`config.mk`:
```
export PLATFORM = sky130hd
export DESIGN_NAME = cmsc_top
export DESIGN_NICKNAME = d
export VERILOG_FILES = /design/src/verilog/cmsc_pkg.sv /design/src/verilog/cmsc_top.sv
export SDC_FILE = /design/constraint.sdc
export NUM_CORES = 1
export LEC_CHECK = 0
export ABC_CLOCK_PERIOD_IN_PS = 3200
export BUFFER_PORTS_ARGS = -buffer_cell sky130_fd_sc_hd__buf_4
export CAP_MARGIN = 5
export CELL_PAD_IN_SITES_DETAIL_PLACEMENT = 1
export CELL_PAD_IN_SITES_GLOBAL_PLACEMENT = 2
export CORE_ASPECT_RATIO = 0.9
export CORE_MARGIN = 8
export CORE_UTILIZATION = 26
export DETAILED_ROUTE_END_ITERATION = 10
export GPL_ROUTABILITY_DRIVEN = 0
export HOLD_SLACK_MARGIN = 0.02
export PLACE_DENSITY = 0.92
export SYNTH_ARGS = -nofsm -noshare
export SYNTH_HDL_FRONTEND = slang
export SYNTH_SLANG_ARGS = --single-unit
```
`constraint.sdc`:
```
create_clock -name CLK -period 3.2 [get_ports CLK]
set_clock_uncertainty 0.2 [all_clocks]
set_input_delay 0.16 -clock CLK [delete_from_list [all_inputs] [get_ports CLK]]
set_output_delay 0.16 -clock CLK [all_outputs]
set_load 0.01 [all_outputs]
```
`src/verilog/cmsc_pkg.sv`:
```
// constants for the can mode and status control block
// assumes a classic wishbone slave with 32-bit data, byte addressed
package cmsc_pkg;
  // register byte addresses
  localparam logic [3:0] OFS_CONTROL   = 4'h0;  // controller_control
  localparam logic [3:0] OFS_STATUS    = 4'h4;  // controller_status
  localparam logic [3:0] OFS_COMMUNICATION_STATUS   = 4'h8;  // communication_status
  localparam logic [3:0] OFS_IRQ_STAT  = 4'hc;  // sticky event bits
  localparam logic [3:0] OFS_IRQ_MASK  = 4'h0;  // mask, on the second page
  localparam logic       PAGE_LOW      = 1'b0;  // address bit 4 selects page
  localparam logic       PAGE_HIGH     = 1'b1;
  // control field positions
  localparam int CTL_MODE_LSB  = 5;
  localparam int CTL_ABORT_BIT = 4;
  localparam int CTL_WIN_LSB   = 1;
  // reset values
  localparam logic [7:0] CONTROL_RST = 8'h80;  // configuration request
  localparam logic [2:0] MODE_RST    = 3'h4;
  // operating modes
  typedef enum logic [2:0] {
    MODE_NORMAL  = 3'b000,
    MODE_DISABLE = 3'b001,
    MODE_LOOP    = 3'b010,
    MODE_LISTEN  = 3'b011,
    MODE_CONFIG  = 3'b100
  } cmsc_mode_type;
  // interrupt source codes
  localparam logic [2:0] CODE_WAKE = 3'h7;
  localparam logic [2:0] CODE_RX0  = 3'h6;
  localparam logic [2:0] CODE_RX1  = 3'h5;
  localparam logic [2:0] CODE_TX0  = 3'h4;
  localparam logic [2:0] CODE_TX1  = 3'h3;
  localparam logic [2:0] CODE_TX2  = 3'h2;
  localparam logic [2:0] CODE_ERR  = 3'h1;
  localparam logic [2:0] CODE_NONE = 3'h0;
  // sticky event bit positions
  localparam int EV_RX0_OVF = 0;
  localparam int EV_RX1_OVF = 1;
  localparam int EV_MODE    = 2;
  localparam int EV_BUSOFF  = 3;
  localparam int EV_NUM     = 4;
endpackage

```
`src/verilog/cmsc_top.sv`:
```
// mode request, abort, window select, interrupt code and comm status
// assumes engine status inputs are on CLK; wishbone master on CLK
// Operation
// - mode status reports entered mode, codes fixed
// - status bits 3-1 carry top interrupt code
// - codes seven, six, five: wake, rx0, rx1
// - codes four, three, two: tx0, tx1, tx2
// - code one error, zero nothing pending
// - window select accepts interrupt codes unchanged
// - only summary registers live in fast area
// - any warning equals rx or tx warning
// - controller status ignores all writes
// - status bits four and zero read zero
//
// The Wishbone register port and the register offsets were left to the implementer.
module cmsc_top
  import cmsc_pkg::*;
(
  input  wire logic        CLK,
  input  wire logic        RST_B,
  input  wire logic        CE,
  input  wire logic        WB_CYC_I,
  input  wire logic        WB_STB_I,
  input  wire logic        WB_WE_I,
  input  wire logic [4:0]  WB_ADR_I,
  input  wire logic [3:0]  WB_SEL_I,
  input  wire logic [31:0] WB_DAT_I,
  output logic      [31:0] WB_DAT_O,
  output logic             WB_ACK_O,
  output logic             IRQ,
  input  wire logic        WAKE_FLAG,
  input  wire logic        RX0_FLAG,
  input  wire logic        RX1_FLAG,
  input  wire logic        TX0_FLAG,
  input  wire logic        TX1_FLAG,
  input  wire logic        TX2_FLAG,
  input  wire logic        ERR_FLAG,
  input  wire logic [2:0]  MODE_ENTERED,
  input  wire logic        MODE_DONE,
  input  wire logic        RX0_ACCEPT_FULL,
  input  wire logic        RX1_ACCEPT_FULL,
  input  wire logic        BUS_OFF,
  input  wire logic        TX_PASSIVE,
  input  wire logic        RX_PASSIVE,
  input  wire logic        TX_WARN,
  input  wire logic        RX_WARN,
  output logic      [2:0]  MODE_REQUEST,
  output logic             ABORT_ALL_TX,
  output logic      [2:0]  WINDOW_SELECT
);

  // reset release synchroniser
  logic       rst_s1_r;            // first stage
  logic       rst_b_r;             // released reset
  // registers
  logic [7:0] control_r;           // controller_control
  logic [2:0] mode_r;              // reported mode
  logic       rx0_ovf_r;           // sticky overflow zero
  logic       rx1_ovf_r;           // sticky overflow one
  logic [EV_NUM-1:0] ev_r;         // interrupt status
  logic [EV_NUM-1:0] ev_nxt;
  logic [EV_NUM-1:0] mask_r;       // interrupt mask
  logic       busoff_d_r;          // bus-off edge detect
  logic       ack_r;               // bus answer
  logic [31:0] rdata_r;            // read data register

  // bit positions used by the decode, the comm status clear, the outputs and the assertions
  localparam int PAGE_BIT     = 4;                 // address bit picking the page
  localparam int COM_RX0_BIT  = 7;                 // rx0 overflow in comm status
  localparam int COM_RX1_BIT  = 6;                 // rx1 overflow in comm status
  localparam int COM_STAT_LSB = 1;                 // engine levels start here
  localparam int COM_STAT_MSB = 5;                 // bus-off is the top level
  localparam int WIN_MSB      = CTL_WIN_LSB + 2;   // top of window field
  localparam int MODE_MSB     = CTL_MODE_LSB + 2;  // top of mode request field
  localparam int CODE_LSB     = 1;                 // interrupt code low bit
  localparam int CODE_MSB     = 3;                 // interrupt code high bit

  // one register slot: page and offset must both match
  function automatic logic slot_hit(input logic [4:0] adr, input logic pg,
                                    input logic [3:0] ofs);
    slot_hit = (adr[PAGE_BIT] == pg) && (adr[PAGE_BIT-1:0] == ofs);
  endfunction

  // decode
  wire        req       = WB_CYC_I & WB_STB_I & ~ack_r;
  wire        wr        = req & WB_WE_I & WB_SEL_I[0];
  wire        hit_ctl   = slot_hit(WB_ADR_I, PAGE_LOW, OFS_CONTROL);
  wire        hit_sta   = slot_hit(WB_ADR_I, PAGE_LOW, OFS_STATUS);
  wire        hit_com   = slot_hit(WB_ADR_I, PAGE_LOW, OFS_COMMUNICATION_STATUS);
  wire        hit_ist   = slot_hit(WB_ADR_I, PAGE_LOW, OFS_IRQ_STAT);
  wire        hit_msk   = slot_hit(WB_ADR_I, PAGE_HIGH, OFS_IRQ_MASK);
  wire        wr_ctl    = wr & hit_ctl;
  wire        wr_com    = wr & hit_com;
  wire        wr_ist    = wr & hit_ist;
  wire        wr_msk    = wr & hit_msk;

  // prioritised interrupt source code
  wire [2:0]  int_code  = WAKE_FLAG ? CODE_WAKE :
                          RX0_FLAG  ? CODE_RX0  :
                          RX1_FLAG  ? CODE_RX1  :
                          TX0_FLAG  ? CODE_TX0  :
                          TX1_FLAG  ? CODE_TX1  :
                          TX2_FLAG  ? CODE_TX2  :
                          ERR_FLAG  ? CODE_ERR  :
                                      CODE_NONE;
  // read-only controller status, unused bits zero
  wire [7:0]  status_v  = {mode_r, 1'b0, int_code, 1'b0};
  wire        any_warn  = TX_WARN | RX_WARN;
  // comm status layout
  wire [7:0]  communication_status_v = {rx0_ovf_r, rx1_ovf_r, BUS_OFF, TX_PASSIVE,
                           RX_PASSIVE, TX_WARN, RX_WARN, any_warn};
  // sticky sources; set beats clear
  wire [EV_NUM-1:0] ev_set = {BUS_OFF & ~busoff_d_r, MODE_DONE,
                              RX1_ACCEPT_FULL, RX0_ACCEPT_FULL};
  // read mux; fast area holds only these summary registers
  wire [7:0]  rd_byte   = hit_ctl ? control_r :
                          hit_sta ? status_v :
                          hit_com ? communication_status_v :
                          hit_ist ? {4'h0, ev_r} :
                          hit_msk ? {4'h0, mask_r} : 8'h00;

  // event register next value
  always_comb begin
    ev_nxt = ev_r;
    if (wr_ist) begin
      ev_nxt = ev_r & ~WB_DAT_I[EV_NUM-1:0];
    end
    ev_nxt = ev_nxt | ev_set;
  end

  // reset synchroniser
  always_ff @(posedge CLK or negedge RST_B) begin
    if (!RST_B) begin
      rst_s1_r <= 1'b0;
      rst_b_r  <= 1'b0;
    end else begin
      rst_s1_r <= 1'b1;
      rst_b_r  <= rst_s1_r;
    end
  end

  // bus answer and read data
  always_ff @(posedge CLK or negedge rst_b_r) begin
    if (!rst_b_r) begin
      ack_r   <= 1'b0;
      rdata_r <= 32'h0000_0000;
    end else if (CE) begin
      ack_r   <= req;
      rdata_r <= {24'h00_0000, rd_byte};
    end
  end

  // control register; window takes codes unchanged
  always_ff @(posedge CLK or negedge rst_b_r) begin
    if (!rst_b_r) begin
      control_r <= CONTROL_RST;
    end else if (CE && wr_ctl) begin
      control_r <= {WB_DAT_I[7:1], 1'b0};
    end
  end

  // reported mode follows the engine, never the bus
  always_ff @(posedge CLK or negedge rst_b_r) begin
    if (!rst_b_r) begin
      mode_r <= MODE_RST;
    end else if (CE && MODE_DONE) begin
      mode_r <= MODE_ENTERED;
    end
  end

  // overflow flags: set wins, write zero clears
  always_ff @(posedge CLK or negedge rst_b_r) begin
    if (!rst_b_r) begin
      rx0_ovf_r <= 1'b0;
      rx1_ovf_r <= 1'b0;
    end else if (CE) begin
      rx0_ovf_r <= RX0_ACCEPT_FULL | (rx0_ovf_r & ~(wr_com & ~WB_DAT_I[COM_RX0_BIT]));
      rx1_ovf_r <= RX1_ACCEPT_FULL | (rx1_ovf_r & ~(wr_com & ~WB_DAT_I[COM_RX1_BIT]));
    end
  end

  // interrupt status and mask
  always_ff @(posedge CLK or negedge rst_b_r) begin
    if (!rst_b_r) begin
      ev_r       <= '0;
      mask_r     <= '0;
      busoff_d_r <= 1'b0;
    end else if (CE) begin
      ev_r       <= ev_nxt;
      busoff_d_r <= BUS_OFF;
      if (wr_msk) begin
        mask_r <= WB_DAT_I[EV_NUM-1:0];
      end
    end
  end

  // outputs
  assign WB_ACK_O      = ack_r;
  assign WB_DAT_O      = rdata_r;
  assign IRQ           = |(ev_r & mask_r);
  assign MODE_REQUEST  = control_r[MODE_MSB:CTL_MODE_LSB];
  assign ABORT_ALL_TX  = control_r[CTL_ABORT_BIT];
  assign WINDOW_SELECT = control_r[WIN_MSB:CTL_WIN_LSB];
endmodule

```
==> run metrics <==
min cycle time layout 2.18 ns; initial antenna violation count 0; Layout Cells excl Fill 340; run status finished, final reports clean; I/O Pins 106; register area share after synthesis 0.446; NetSw 0.000259 W; Final Cycle Share 0.682; fraction of registers with async set or reset after synthesis 1.00; CP arrival 2.16 ns; vias in the first global route 1755; CTS Buf Count 5; final setup fails 0; critical path launch point WB_ACK_O; Pre-antenna DRT Iters 4; Clock Power Share 0.356; beginning of the worst hold path RX0_FLAG; total core area 6660 um2; routed len/inst 15.9 um; setup TNS 0 ns; die width 104 um; Highest Signal Layer met4; total of max-cap violations 0; largest net degree at the start of global routing 31; dpl cells 312; worst slew pin tran 0.545 ns; worst min-delay path category input pin to register; RSZ-0062 raised after global routing false; routed wire length 5390 um; root buffer cell clkbuf_8; Max Root-Sink Buffers 2; Critical Setup Path Class register to register; number of diodes 0; met3 wire len 379 um; Synth Area per Inst 10.4 um2; Cells after Synth 174; Die Span Y 95 um; first-pass GRT wire length 8850 um; critical path's slowest cell dlygate4sd3_1; distinct cell type count after synthesis 42; Worst R2R Setup Slack 1.02 ns; Reg clk slew, reported paths 0.07 ns; commonest non-fill, non-tap cell in the layout buf_4; share of cells above drive strength 1 0.348; htree depth 2; I/O Buffers 54; Logic pwr share 0.181; clk_lat worst skew 0.30 ns; Critical R2R Launch WB_ACK_O; P_leak 1.13 nW; Pwr Total 0.000942 W; DR DRC count 0; GR Util All Layers 0.110; fmax 458 MHz; startpoint class of the critical path register; sequential power share 0.463; vias per inst 4.49; yosys warns 0; DP HPWL 4150 um; CP peak stage delay 0.55 ns; post-cts sizing count 0; VDD IR max 0.249 mV; area delta synth->final 38.4%; Slew Viols, Final 0; vias after detailed routing 1528; Mapped Area 1800 um2; critical-path cell list nand4b_1 > or2_1 > o31ai_1 > nand2_1 > dlygate4sd3_1; initial core utilization 0.271; switching share of power 0.275; crit path max fanout 3; Final Util 0.375; Die Footprint 9860 um2; ANT nets after route 0; Slew Limit Headroom 0.634; top_reg_cell synth dfrtp_1; 1st-iter DRT viols 51; Overflow after GRT 0; critical path endpoint category register; Rows 28; commonest non-fill, non-tap cells in the layout 55 x buf_4, 30 x dfrtp_1, 25 x conb_1; required time worst endpoint 3.18 ns; Nets 314; DRT met1 WL 2450 um; internal power 0.000683 W; final hold violation count 0; wire length on met2 2520 um; number of synthesized flops with an enable pin 0; CTS tree built; register bit total from synthesis 32; pwr/cell area 377 nW/um2; clock sink count 32
per-stage QoR:
step           instance area [um2]  hold slack, ns  setup slack (ns)
2_1_floorplan                 1890          -0.336              1.42
3_3_place_gp                  2200          -0.257              1.22
3_5_place_dp                  2200          -0.256              1.21
4_1_cts                       2500          0.0331              1.01
5_1_grt                       2500          0.0381             0.845
6_report                      2500          0.0317              1.02
power groups by stage:
stage,logic [W],registers (W),clock network [W]
after floorplan,0.0000883,0.000451,0
after global placement,0.000150,0.000443,0
after detailed placement,0.000154,0.000444,0
after CTS,0.000172,0.000437,0.000342
after global routing,0.000188,0.000439,0.000358
final,0.000171,0.000436,0.000335
sequential cells by signal, indices dropped and copies added (netlist names), 3 cells and up:
name	cells
mode_r	3
WB_DAT_O	8
control_r	7
mask_r	4
ev_r	4
Yosys cell counts (3+ instances only):
master    number  area, um2
dfrtp_1       30        751
mux2_1         4       45.0
nand2_1       10       37.5
or3b_2         3       26.3
a21oi_1        5       25.0
o21ai_0        5       25.0
nor3_1         3       15.0
clkbuf_1       3       11.3
mux2_2        11        124
nand4_1        4       25.0
inv_1          6       22.5
o22ai_1        4       25.0
o31ai_1        3       22.5
nand2b_1      11       68.8
nor2_1         7       26.3
a22o_1         4       35.0
buf_4         24        180
a22oi_1        7       52.6
worst max-delay path, delay by kind of cell (launching register included):
kind                   cells  cell delay, ns
and+or+nand+nor            3            0.66
buffers and inverters      1            0.55
DFF                        1            0.39
AOI/OAI and AO/OA          1            0.26
metal layers:
layer / vias to the layer above / track usage
met5: - / 0
met4: 0 / 0.0253
met3: 5 / 0.0456
met2: 57 / 0.179
met1: 744 / 0.134
li1: 722 / -
cells by family after synthesis:
group,share of synthesized area
and+or+nand+nor,0.172
AOI/OAI and AO/OA,0.155
other,0.00417
DFF,0.446
muxes,0.0937
buffers and inverters,0.130
area by class of cell:
class | count | area, um2
flip-flops and latches | 32 | 803
inverters | 6 | 22.5
multi-input cells | 129 | 852
fillers | 806 | 4160
well taps | 90 | 113
clock buffers | 6 | 82.6
clock inverters | 2 | 10.0
repair buffers | 75 | 613
path summary, 6_finish.rpt:
check                              end  cells after the start
max                          rx0_ovf_r                      5
min                        WB_DAT_O[2]                      3
max reg2reg                  rx0_ovf_r                      5
min reg2reg                  mask_r[2]                      1
max in group asynchronous      rst_b_r                      3
min in group asynchronous    mask_r[2]                      1
what timing repair did:
action | CTS | global route
buffers inserted | 0 | 0
hold endpoints to repair | 24 | 0
hold buffers | 20 | 0
No activity file was read; power rests on OpenSTA's default activity.
